===== src/rtl/cfs_pkg.sv =====
// Package: offsets, reset values and carriers for the fault status latches
package cfs_pkg;
  // ********************************************************
  // Geometry
  // ********************************************************
  localparam int NUM_CH = 8;
  localparam int SEQ_W_DEF = 8;

  // ********************************************************
  // Register offsets
  // ********************************************************
  localparam logic [7:0] OFS_MONITOR_SUM = 8'h11;
  localparam logic [7:0] OFS_HF_UNDER = 8'h12;
  localparam logic [7:0] OFS_LF_UNDER = 8'h14;
  localparam logic [7:0] OFS_HF_OVER = 8'h16;
  localparam logic [7:0] OFS_LF_OVER = 8'h18;
  localparam logic [7:0] OFS_POWERON_ORDER = 8'h1A;

  // ********************************************************
  // Reset values and summary bit positions
  // ********************************************************
  localparam logic [7:0] RST_STATUS = 8'h00;
  localparam logic [7:0] RST_RDATA = 8'h00;
  localparam int SUM_HF_UNDER = 0;
  localparam int SUM_LF_UNDER = 1;
  localparam int SUM_HF_OVER = 2;
  localparam int SUM_LF_OVER = 3;
  localparam int SUM_POWERON = 7;

  // ********************************************************
  // Carriers
  // ********************************************************
  // Comparator levels, one bit per channel, high while the fault holds
  typedef struct packed {
    logic [7:0] hf_under;
    logic [7:0] lf_under;
    logic [7:0] hf_over;
    logic [7:0] lf_over;
  } cfs_cond_t;

  // Per-type interrupt enables, one bit per channel
  typedef struct packed {
    logic [7:0] hf_under;
    logic [7:0] lf_under;
    logic [7:0] hf_over;
    logic [7:0] lf_over;
    logic [7:0] poweron;
  } cfs_enable_t;

  // Register port from the serial interface engine
  typedef struct packed {
    logic wr;
    logic rd;
    logic [7:0] addr;
    logic [7:0] wdata;
  } cfs_reg_req_t;
endpackage : cfs_pkg


===== src/rtl/cfs_fault_bank.sv =====
// One 8-channel bank of sticky write-1-to-clear fault bits
`timescale 1ns/10ps
module cfs_fault_bank #(
  parameter int CH_W = 8
) (
  // Clock and reset
  input wire logic core_clk,
  input wire logic rst,
  // Per-channel requests
  input wire logic [CH_W-1:0] set_req,
  input wire logic [CH_W-1:0] clr_req,
  // Latched state
  output logic [CH_W-1:0] status
);
  // ********************************************************
  // Elaboration check
  // ********************************************************
  if (CH_W < 1 || CH_W > 8) begin : g_bad_width
    $error("cfs_fault_bank: CH_W must be 1 to 8");
  end

  // ********************************************************
  // Per-channel latches
  // ********************************************************
  for (genvar i = 0; i < CH_W; i++) begin : g_ch
    // Set outranks clear so an event in the clearing cycle survives
    always_ff @(posedge core_clk) begin
      if (rst) begin
        status[i] <= 1'b0;
      end else if (set_req[i]) begin
        status[i] <= 1'b1;
      end else if (clr_req[i]) begin
        status[i] <= 1'b0;
      end
    end
  end
endmodule : cfs_fault_bank


===== src/rtl/cfs_fault_latches.sv =====
// Top of the per-channel fault status latches with summary and interrupt
//
// Overview of operation
// (RULE1) HF undervoltage sets its channel bit
// (RULE2) HF undervoltage clear needs condition gone
// (RULE3) LF undervoltage sets its channel bit
// (RULE4) LF undervoltage clear needs condition gone
// (RULE5) HF overvoltage sets its channel bit
// (RULE6) HF overvoltage clear needs condition gone
// (RULE7) LF overvoltage sets its channel bit
// (RULE8) LF overvoltage clear needs condition gone
// (RULE9) Fault bits sticky; only host write clears
// (RULE10) Sequence record mismatch sets channel bit
// (RULE11) Sequence bit clears unconditionally on write
// (RULE12) Disabled channel bit reads as zero
// (RULE13) Eight-bit registers, read with write-1-clear
// (RULE14) Summary bits 0-3 OR each voltage register
// (RULE15) Summary bit 7 ORs sequence register
// (RULE16) Interrupt low while any enabled bit set
`timescale 1ns/10ps
module cfs_fault_latches #(
  parameter int SEQ_W = cfs_pkg::SEQ_W_DEF
) (
  // Clock and reset
  input wire logic core_clk,
  input wire logic rst,
  // Register port
  input wire cfs_pkg::cfs_reg_req_t reg_req,
  output logic [7:0] reg_rdata,
  // Monitor comparator levels and interrupt enables
  input wire cfs_pkg::cfs_cond_t fault_cond,
  input wire cfs_pkg::cfs_enable_t irq_enable,
  // Power-on sequence results, checked on a one-cycle strobe
  input wire logic seq_check,
  input wire logic [cfs_pkg::NUM_CH*SEQ_W-1:0] poweron_order_record,
  input wire logic [cfs_pkg::NUM_CH*SEQ_W-1:0] poweron_order_expected,
  // Summary and open-drain interrupt pin
  output logic [7:0] monitor_summary,
  output logic interrupt_out_n,
  output logic interrupt_out_n_oe_n
);
  localparam int NCH = cfs_pkg::NUM_CH;

  // ********************************************************
  // Elaboration check
  // ********************************************************
  if (SEQ_W < 1 || SEQ_W > 16) begin : g_bad_seq
    $error("cfs_fault_latches: SEQ_W must be 1 to 16");
  end

  // ********************************************************
  // Register decode
  // ********************************************************
  logic wr_hf_under;
  logic wr_lf_under;
  logic wr_hf_over;
  logic wr_lf_over;
  logic wr_poweron;
  // Write strobes per status register
  assign wr_hf_under = reg_req.wr && reg_req.addr == cfs_pkg::OFS_HF_UNDER;
  assign wr_lf_under = reg_req.wr && reg_req.addr == cfs_pkg::OFS_LF_UNDER;
  assign wr_hf_over = reg_req.wr && reg_req.addr == cfs_pkg::OFS_HF_OVER;
  assign wr_lf_over = reg_req.wr && reg_req.addr == cfs_pkg::OFS_LF_OVER;
  assign wr_poweron = reg_req.wr
    && reg_req.addr == cfs_pkg::OFS_POWERON_ORDER;

  // ********************************************************
  // Sequence comparison
  // ********************************************************
  logic [NCH-1:0] seq_mismatch;
  // (RULE10) record versus expected
  for (genvar c = 0; c < NCH; c++) begin : g_seq
    assign seq_mismatch[c] =
      poweron_order_record[c*SEQ_W +: SEQ_W]
      != poweron_order_expected[c*SEQ_W +: SEQ_W];
  end

  // ********************************************************
  // Set and clear requests
  // ********************************************************
  logic [NCH-1:0] hfu_set;
  logic [NCH-1:0] lfu_set;
  logic [NCH-1:0] hfo_set;
  logic [NCH-1:0] lfo_set;
  logic [NCH-1:0] seq_set;
  logic [NCH-1:0] hfu_clr;
  logic [NCH-1:0] lfu_clr;
  logic [NCH-1:0] hfo_clr;
  logic [NCH-1:0] lfo_clr;
  logic [NCH-1:0] seq_clr;
  // (RULE1) trip on enabled HF under
  assign hfu_set = fault_cond.hf_under & irq_enable.hf_under;
  // (RULE3) trip on enabled LF under
  assign lfu_set = fault_cond.lf_under & irq_enable.lf_under;
  // (RULE5) trip on enabled HF over
  assign hfo_set = fault_cond.hf_over & irq_enable.hf_over;
  // (RULE7) trip on enabled LF over
  assign lfo_set = fault_cond.lf_over & irq_enable.lf_over;
  // (RULE10) trip on checked mismatch
  assign seq_set = {NCH{seq_check}} & seq_mismatch & irq_enable.poweron;
  // (RULE2) clear blocked while high
  assign hfu_clr = {NCH{wr_hf_under}} & reg_req.wdata & ~fault_cond.hf_under;
  // (RULE4) clear blocked while high
  assign lfu_clr = {NCH{wr_lf_under}} & reg_req.wdata & ~fault_cond.lf_under;
  // (RULE6) clear blocked while high
  assign hfo_clr = {NCH{wr_hf_over}} & reg_req.wdata & ~fault_cond.hf_over;
  // (RULE8) clear blocked while high
  assign lfo_clr = {NCH{wr_lf_over}} & reg_req.wdata & ~fault_cond.lf_over;
  // (RULE11) unconditional clear
  assign seq_clr = {NCH{wr_poweron}} & reg_req.wdata;

  // ********************************************************
  // Sticky banks
  // ********************************************************
  logic [NCH-1:0] st_hfu;
  logic [NCH-1:0] st_lfu;
  logic [NCH-1:0] st_hfo;
  logic [NCH-1:0] st_lfo;
  logic [NCH-1:0] st_seq;
  // (RULE9) sticky latch banks
  cfs_fault_bank #(.CH_W(NCH)) u_hfu (.core_clk(core_clk), .rst(rst),
    .set_req(hfu_set), .clr_req(hfu_clr), .status(st_hfu));
  cfs_fault_bank #(.CH_W(NCH)) u_lfu (.core_clk(core_clk), .rst(rst),
    .set_req(lfu_set), .clr_req(lfu_clr), .status(st_lfu));
  cfs_fault_bank #(.CH_W(NCH)) u_hfo (.core_clk(core_clk), .rst(rst),
    .set_req(hfo_set), .clr_req(hfo_clr), .status(st_hfo));
  cfs_fault_bank #(.CH_W(NCH)) u_lfo (.core_clk(core_clk), .rst(rst),
    .set_req(lfo_set), .clr_req(lfo_clr), .status(st_lfo));
  cfs_fault_bank #(.CH_W(NCH)) u_seq (.core_clk(core_clk), .rst(rst),
    .set_req(seq_set), .clr_req(seq_clr), .status(st_seq));

  // ********************************************************
  // Enable masking and read mux
  // ********************************************************
  logic [NCH-1:0] vis_hfu;
  logic [NCH-1:0] vis_lfu;
  logic [NCH-1:0] vis_hfo;
  logic [NCH-1:0] vis_lfo;
  logic [NCH-1:0] vis_seq;
  logic [7:0] next_summary;
  logic any_fault;
  logic [7:0] next_rdata;
  // (RULE12) disabled bits hide
  assign vis_hfu = st_hfu & irq_enable.hf_under;
  assign vis_lfu = st_lfu & irq_enable.lf_under;
  assign vis_hfo = st_hfo & irq_enable.hf_over;
  assign vis_lfo = st_lfo & irq_enable.lf_over;
  assign vis_seq = st_seq & irq_enable.poweron;
  // (RULE14) (RULE15) per-type OR
  assign next_summary = {|vis_seq, 3'h0, |vis_lfo, |vis_hfo,
    |vis_lfu, |vis_hfu};
  // (RULE16) any enabled fault
  assign any_fault = |next_summary;
  // (RULE13) eight-bit read decode
  assign next_rdata =
    (reg_req.addr == cfs_pkg::OFS_HF_UNDER) ? vis_hfu :
    (reg_req.addr == cfs_pkg::OFS_LF_UNDER) ? vis_lfu :
    (reg_req.addr == cfs_pkg::OFS_HF_OVER) ? vis_hfo :
    (reg_req.addr == cfs_pkg::OFS_LF_OVER) ? vis_lfo :
    (reg_req.addr == cfs_pkg::OFS_POWERON_ORDER) ? vis_seq :
    (reg_req.addr == cfs_pkg::OFS_MONITOR_SUM) ? next_summary :
    8'h00;

  // ********************************************************
  // Output flops
  // ********************************************************
  // Read data holds until the next read so a slow engine can sample it
  always_ff @(posedge core_clk) begin
    if (rst) begin
      reg_rdata <= cfs_pkg::RST_RDATA;
    end else if (reg_req.rd) begin
      reg_rdata <= next_rdata;
    end
  end

  // Summary and pin; the pin level stays low, the enable does the work
  always_ff @(posedge core_clk) begin
    if (rst) begin
      monitor_summary <= cfs_pkg::RST_STATUS;
      interrupt_out_n <= 1'b0;
      interrupt_out_n_oe_n <= 1'b1;
    end else begin
      monitor_summary <= next_summary;
      interrupt_out_n <= 1'b0;
      // (RULE16) pull pin low
      interrupt_out_n_oe_n <= ~any_fault;
    end
  end

  // ********************************************************
  // Assertions
  // ********************************************************
  logic [5*NCH-1:0] all_st;
  logic [NCH-1:0] hfu_blocked;
  logic [NCH-1:0] lfo_blocked;
  logic [NCH-1:0] lfu_blocked;
  logic [NCH-1:0] hfo_blocked;
  logic addr_mapped;
  logic [NCH-1:0] rd_mask;
  assign all_st = {st_hfu, st_lfu, st_hfo, st_lfo, st_seq};
  assign hfu_blocked = {NCH{wr_hf_under}} & reg_req.wdata
    & fault_cond.hf_under & st_hfu;
  assign lfo_blocked = {NCH{wr_lf_over}} & reg_req.wdata
    & fault_cond.lf_over & st_lfo;
  assign rd_mask = irq_enable.hf_under;
  assign lfu_blocked = {NCH{wr_lf_under}} & reg_req.wdata
    & fault_cond.lf_under & st_lfu;
  assign hfo_blocked = {NCH{wr_hf_over}} & reg_req.wdata
    & fault_cond.hf_over & st_hfo;
  // Offsets that hold a register; every other offset reads as zero
  assign addr_mapped = reg_req.addr inside {cfs_pkg::OFS_MONITOR_SUM,
    cfs_pkg::OFS_HF_UNDER, cfs_pkg::OFS_LF_UNDER, cfs_pkg::OFS_HF_OVER,
    cfs_pkg::OFS_LF_OVER, cfs_pkg::OFS_POWERON_ORDER};
endmodule : cfs_fault_latches


===== config.mk =====
export PLATFORM = sky130hd
export DESIGN_NAME = cfs_fault_latches
export DESIGN_NICKNAME = d
export VERILOG_FILES = /design/src/rtl/cfs_pkg.sv /design/src/rtl/cfs_fault_bank.sv /design/src/rtl/cfs_fault_latches.sv
export SDC_FILE = /design/constraint.sdc
export NUM_CORES = 1
export LEC_CHECK = 0
export ABC_CLOCK_PERIOD_IN_PS = 2500
export BUFFER_PORTS_ARGS = -buffer_cell sky130_fd_sc_hd__buf_2
export CORE_AREA = 2 2 91 93
export DETAILED_ROUTE_END_ITERATION = 16
export DIE_AREA = 0 0 93 95
export PLACE_DENSITY = 0.85
export SLEW_MARGIN = 20
export SYNTH_ARGS = -nofsm -noshare
export SYNTH_HDL_FRONTEND = slang
export SYNTH_SLANG_ARGS = --single-unit

===== constraint.sdc =====
create_clock -name core_clk -period 2.5 [get_ports core_clk]
set_input_delay 0.125 -clock core_clk [delete_from_list [all_inputs] [get_ports core_clk]]
set_output_delay 0.125 -clock core_clk [all_outputs]
set_load 0.02 [all_outputs]

==> impl_results.md, run 1 <==
* Worst hold path class: input pin to register
* Tot Pwr at 2.085 mW
* GRT Overall Usage at 27.08%
* Most common cell after layout, fill and taps aside: buf_2
* Clk_lat worst skew at 0.31 ns
* Sequential cell area at 0.001081 mm^2
* Num ports at 239
* ANT nets after route at 0
* Die Span X at 93 um
* Largest net degree at the start of global routing at 31
* Router iterations before antenna repair at 5
* Asr flop ratio synth at 0%
* CTS clk-pin slew, worst paths at 0.09 ns
* Post-Syn Instances at 449
* Leak at 2.107 nW
* RePlAce Congestion at 0.8991
* Nets at 895
* RSZ-0062 raised after global routing: no
* Clock Path Buffers at 2
* Worst Skew at 0.006090 ns
* Required time of the critical path at 2.70 ns
* Yosys cell types at 52
* Setup Viol. Count Final at 0
* Mapped Area at 0.003482 mm^2
* Root Driver: clkbuf_8
* Type of origin of the critical path: input pin
* Max-slew violations at 0
* Area of the multi-input gates at 0.002280 mm^2
* Via count at 4,300
* Cell area after placement at 0.004712 mm^2
* Power Dens Cells at 432.3 mW/mm^2
* Num rows at 33
* Vias per cell at 5.506
* WP data arrival at 1.97 ns
* Slowest cell on the critical path: or4b_1
* Post-CTS Resized at 0
* Iter 0 DRT Violations at 382
* Avg Cell Area, Syn at 7.755 um^2
* Num CTS Buffers at 5
* Fillers at 751
* Top delay family on crit path: simple AND/OR/NAND/NOR gates
* Final Hold Vio Count at 0
* Final period util at 70.96%
* Fmax achieved at 563.7 MHz
* DRC violations left at 0
* Global-route wire length before repair at 18,730 um
* Wirelength per Cell at 16.17 um
* HPWL after detailed placement at 10,650 um
* Core Area at 0.007928 mm^2
* Max-cap viol count at 0
* Most frequent cells in the layout: buf_2, nand2_1, xnor2_1, dfxtp_1, a21oi_1
* Crit Path Category: input pin to register
* Run status: finished, final reports clean
* Period minus WS final at 1.774 ns
* Overflow after GRT at 0
* Area Overhead vs Synth at 38.56%
* Ratio of cells with drive above 1 in the final layout at 37.63%
* Die Footprint at 0.008835 mm^2
* CP max stage delay at 0.68 ns
* Die height at 95 um
* CTS tree: yes
* Sink Count at 54
* Most used flip-flop cell after synthesis: dfxtp_1
* Hold buffer count at CTS at 0
* Port Buffers at 234
* Initial Util at 43.92%
* CP Cell Sequence: buf_2, or4b_1, nor2_2, nand3_2, o31ai_1, a21oi_1
* Worst setup EP type: register
* Total length of routed wires at 12,630 um
* Cell total after placement at 772
* Fin Setup TNS at 0 ns
* Design area at 0.004825 mm^2
* Initial antenna violation count at 1
* Critical Path Fanout Max at 9
* Layout Cells excl Fill at 781
* Number of global-route vias before repair at 4,053
* EDFF count, synth at 0
* Seq/Total Area, Yosys at 31.05%
* CTS H-tree depth at 2
* Setup bufs post-CTS at 0
* CP bufs+invs at 1
* Yosys reg bits at 54
* Max IR drop VDD at 0.2140 mV
* Synth Warn # at 0
==> power breakdown <==
group / total [mW] / leakage [nW] / switching (mW) / internal, mW
Clock: 0.565 / 0.0575 / 0.285 / 0.280
Sequential: 0.946 / 0.447 / 0.0294 / 0.916
Combinational: 0.575 / 1.60 / 0.295 / 0.280
Total: 2.09 / 2.11 / 0.609 / 1.48
==> cell type report <==
type	instances	share of cell area, %
clock buffers	8	2.282
diodes	1	0.05187
inverters	9	0.7002
well taps	105	2.723
repair buffers	236	24.59
flip-flops and latches	54	22.41
multi-input cells	368	47.25
==> state kept, by name (all words and copies together), names as in the netlist <==
signal                count
u_hfo.status              8
u_lfu.status              8
reg_rdata                 8
u_seq.status              8
u_lfo.status              8
u_hfu.status              8
monitor_summary           5
interrupt_out_n_oe_n      1
==> cell usage after synthesis, types with 2 or more instances <==
master | number | area [um^2]
buf_4 | 5 | 37.54
nor2_2 | 2 | 12.51
nand2_1 | 76 | 285.3
nor3b_1 | 2 | 15.01
and4_1 | 3 | 26.28
a32oi_1 | 2 | 17.52
nand3b_1 | 3 | 22.52
clkbuf_1 | 14 | 52.55
nor2b_1 | 4 | 25.02
a22o_1 | 2 | 17.52
nand3_2 | 2 | 20.02
a22oi_1 | 5 | 37.54
dfxtp_1 | 54 | 1081
o31ai_1 | 32 | 240.2
o211ai_1 | 9 | 67.56
o22ai_1 | 7 | 43.79
a21oi_1 | 46 | 230.2
nand4_1 | 23 | 143.9
mux2i_1 | 2 | 20.02
nor2_1 | 14 | 52.55
inv_1 | 9 | 33.78
a31oi_1 | 5 | 31.28
a211oi_1 | 3 | 22.52
and2_1 | 2 | 12.51
xnor2_1 | 64 | 560.5
o21ai_0 | 23 | 115.1
nand3_1 | 11 | 55.05
==> kinds of logic after synthesis <==
kind of cell,synth area share [%]
flops,31.05
simple gates,22.39
compound gates,25.98
other cells,0.1077
xor+xnor,16.10
mux,0.5749
buf+inv,3.809
==> worst register-to-register path: stages (launching register included) <==
cell and delay (ns):
dfxtp_1 0.33, nand2_1 0.09, nand4_1 0.14, nand4b_1 0.31, a211oi_1 0.38, o21ai_0 0.12
==> final timing paths <==
kind                         from               to  slack, ns  cells after the start
hold / removal     irq_enable[11]  u_lfo.status[3]       0.06                      3
setup reg to reg  u_hfu.status[0]     reg_rdata[0]       1.03                      5
setup / recovery      reg_req[13]  u_hfo.status[4]       0.73                      6
hold reg to reg   u_lfo.status[2]  u_lfo.status[2]       0.47                      2
==> routing by layer <==
layer / track usage, % / part of all wire, % / up-vias
li1: - / - / 2075
met1: 30.56 / 36 / 1989
met2: 52.23 / 54 / 218
met3: 4.150 / 7.8 / 18
met4: 8.088 / 1.4 / 0
met5: 0 / 0 / -
==> through the flow <==
step | utilization [%] | setup WS [ns] | hold slack [ns]
floorplan | - | 0.8549 | 0.2655
global placement | 59.44 | 0.5357 | 0.3801
detailed placement | 59.44 | 0.4025 | 0.3858
CTS | 60.83 | 0.7577 | 0.05186
global route | 60.86 | 0.6017 | 0.05898
finish | 60.86 | 0.7259 | 0.05715
Power figures use the tool's default switching activity.
==> inputs of run 2 (changes only) <==
- ABC_AREA: unset -> 1
- ABC_CLOCK_PERIOD_IN_PS: 2500 -> 1500
- CORE_AREA: 2 2 91 93 -> unset
- CORE_UTILIZATION: unset -> 40
- DIE_AREA: 0 0 93 95 -> unset
- PLACE_DENSITY: 0.85 -> 0.78
- clock period: 2.5 -> 1.5 ns (I/O delays scaled with it)
==> impl_results.md, run 2 <==
* Total length of routed wires at 12,380 um (was 12,630 um)
* CTS tree: yes (unchanged)
* Most instantiated cells after synthesis: nand2_1, inv_1, dfxtp_1 (was nand2_1, xnor2_1, dfxtp_1)
* Largest net degree at the start of global routing at 38 (was 31)
* Mapped Area at 0.003862 mm^2 (was 0.003482 mm^2)
* Largest area contributor in the netlist: dfxtp_1 (unchanged)
* Leak at 2.829 nW (was 2.107 nW)
* Asr flop ratio synth at 0% (unchanged)
* Run status: finished, final reports clean (unchanged)
* ANT cells at 0 (was 1)
* Area Overhead vs Synth at 36.05% (was 38.56%)
* Most used flip-flop cell after synthesis: dfxtp_1 (unchanged)
* CTS H-tree depth at 2 (unchanged)
* Most common cell after layout, fill and taps aside: buf_2 (unchanged)
* Global-route wire length before repair at 19,580 um (was 18,730 um)
* Num CTS Buffers at 5 (unchanged)
* Max-cap viol count at 0 (unchanged)
* Crit Path Category: register to register (was input pin to register)
* Pre-CTS WS at 0.1559 ns (was 0.4025 ns)
* Final Hold Vio Count at 0 (unchanged)
* Post-Syn Instances at 588 (was 449)
* Iter 0 DRT Violations at 311 (was 382)
* Critical path endpoint: reg_rdata[0] (was u_hfo.status[4])
* ANT nets after route at 0 (unchanged)
* Critical R2R Launch: u_hfu.status[4] (was u_hfu.status[0])
* Num ports at 239 (unchanged)
* Core Area at 0.009284 mm^2 (was 0.007928 mm^2)
* Yosys cell types at 32 (was 52)
* Die height at 100.3 um (was 95 um)
* Worst Skew at 0.007508 ns (was 0.006090 ns)
* Cell area after placement at 0.005149 mm^2 (was 0.004712 mm^2)
* Final worst slack at 0.1969 ns (was 0.7259 ns)
* Number of global-route vias before repair at 4,229 (was 4,053)
* Worst hold path class: input pin to register (unchanged)
* Area of the multi-input gates at 0.002427 mm^2 (was 0.002280 mm^2)
* Via count at 4,581 (was 4,300)
* Setup bufs post-CTS at 0 (unchanged)
* Die Span X at 100.3 um (was 93 um)
* CTS clk-pin slew, worst paths at 0.09 ns (about the same)
* R2R setup slack at 0.20 ns (was 1.03 ns)
* Clock Path Buffers at 2 (unchanged)
* Setup Viol. Count Final at 0 (unchanged)
* EDFF count, synth at 0 (unchanged)
* Hold buffer count at CTS at 0 (unchanged)
* HPWL after detailed placement at 10,480 um (was 10,650 um)
* Post-CTS Resized at 0 (unchanged)
* Die Footprint at 0.01005 mm^2 (was 0.008835 mm^2)
* Ratio of cells with drive above 1 in the final layout at 33.37% (was 37.63%)
* Synth Warn # at 0 (unchanged)
* Root Driver: clkbuf_8 (unchanged)
* Cell total after placement at 945 (was 772)
* Required time of the critical path at 1.68 ns (was 2.70 ns)
* Type of origin of the critical path: register (was input pin)
* Power Dens Cells at 665.4 mW/mm^2 (was 432.3 mW/mm^2)
* Yosys reg bits at 54 (unchanged)
* R2r worst-path depth at 8 (was 5)
* Clk_lat worst skew at 0.30 ns (was 0.31 ns)
* Reg-to-Reg End: reg_rdata[0] (unchanged)
* Router iterations before antenna repair at 5 (unchanged)
* Final period util at 86.88%
* Wirelength per Cell at 12.99 um (was 16.17 um)
* WP data arrival at 1.48 ns (was 1.97 ns)
* Initial antenna violation count at 0 (was 1)
* Fmax achieved at 767.4 MHz
* Initial Util at 41.60% (was 43.92%)
* Synth top area cells: dfxtp_1, nand2_1, xnor2_1 (was dfxtp_1, xnor2_1, nand2_1)
* RePlAce Congestion at 0.8543 (was 0.8991)
* Period minus WS final at 1.303 ns
* Num rows at 35 (was 33)
* Worst Setup SP: u_hfu.status[4] (was reg_req[13])
* Synth top area share at 27.99% (was 31.05%)
* DRC violations left at 0 (unchanged)
* Worst setup EP type: register (unchanged)
* Max IR drop VDD at 0.5623 mV (was 0.2140 mV)
* Design area at 0.005255 mm^2 (was 0.004825 mm^2)
* Overflow after GRT at 0 (unchanged)
* RSZ-0062 raised after global routing: no (unchanged)
* Nets at 1,044 (was 895)
* Layout Cells excl Fill at 953 (was 781)
* Count leader, synth: nand2_1 (unchanged)
* Fin Setup TNS at 0 ns (unchanged)
* Fillers at 971 (was 751)
* Max-slew violations at 0 (unchanged)
* Critical Path Fanout Max at 2 (was 9)
* Seq/Total Area, Yosys at 27.99% (was 31.05%)
* Port Buffers at 234 (unchanged)
* Most frequent cells in the layout: buf_2, nand2_1, inv_1, dfxtp_1, nor2_1 (was buf_2, nand2_1, xnor2_1, dfxtp_1, a21oi_1)
* Vias per cell at 4.807 (was 5.506)
* Avg Cell Area, Syn at 6.569 um^2 (was 7.755 um^2)
* GRT Overall Usage at 24.53% (was 27.08%)
* WHS at 0.02753 ns (was 0.05715 ns)
* Sink Count at 54 (unchanged)
* Sequential cell area at 0.001081 mm^2 (unchanged)
[run 2: worst min-delay path by stage]
stage | start | end | slack [ns] | cells after the start
detailed placement | fault_cond[31] | u_hfu.status[7] | 0.35 | 3
finish | fault_cond[19] | u_lfu.status[3] | 0.03 | 3
CTS | fault_cond[31] | u_hfu.status[7] | 0.02 | 3
global placement | fault_cond[30] | u_hfu.status[6] | 0.35 | 3
floorplan | reg_req[7] | u_hfu.status[7] | 0.18 | 1
global route | fault_cond[22] | u_lfu.status[6] | 0.03 | 3
[run 2: power breakdown]
group          switching (mW)  internal (mW)  leakage [nW]  total [mW]
Clock                   0.471          0.501        0.0524       0.972
Combinational           0.498          0.461          2.33       0.959
Sequential             0.0405           1.53         0.446        1.57
[run 2: metrics by stage]
step	util [%]	power (mW)
finish	56.60	3.497
global route	56.60	3.692
CTS	56.60	3.505
detailed placement	55.46	2.555
global placement	55.46	2.540
floorplan	-	2.089
[run 2: worst max-delay path: stages, from the launching register on]
cell and delay, ns:
dfxtp_1 0.32, nand2_1 0.08, nand2_1 0.06, nor2_1 0.19
nand2_1 0.12, nand2_1 0.08, nand4_1 0.09, o21bai_1 0.17
a21oi_1 0.08
[run 2: cell families (layout without fill, tap and decap cells)]
| group | Yosys count | in the layout | synth area share, % |
|---|---|---|---|
| xor gates and xnor gates | 45 | 45 | 10.20 |
| AOI/OAI and AO/OA | 104 | 104 | 15.26 |
| DFF | 54 | 54 | 27.99 |
| buffers and inverters | 86 | 319 | 9.459 |
| other | 1 | 4 | 0.09709 |
| and+or+nand+nor | 298 | 298 | 36.99 |
[run 2: layout make-up]
| type | instances | area share (%) |
|---|---|---|
| Clock buffer | 7 | 1.452 |
| Multi-Input combinational cell | 451 | 46.19 |
| Sequential cell | 54 | 20.57 |
| Clock inverter | 1 | 0.5714 |
| Tap cell | 129 | 3.071 |
| Timing Repair Buffer | 239 | 23.00 |
| Inverter | 72 | 5.143 |
[run 2: routing by layer]
layer / up-vias / part of all wire, % / GRT usage, % / wire length [um]
met5: - / 0 / 0 / 0
met4: 0 / 1.0 / 4.459 / 124
met3: 10 / 7.2 / 3.760 / 897
met2: 181 / 46 / 41.73 / 5698
met1: 2020 / 46 / 33.08 / 5658
li1: 2370 / - / - / -
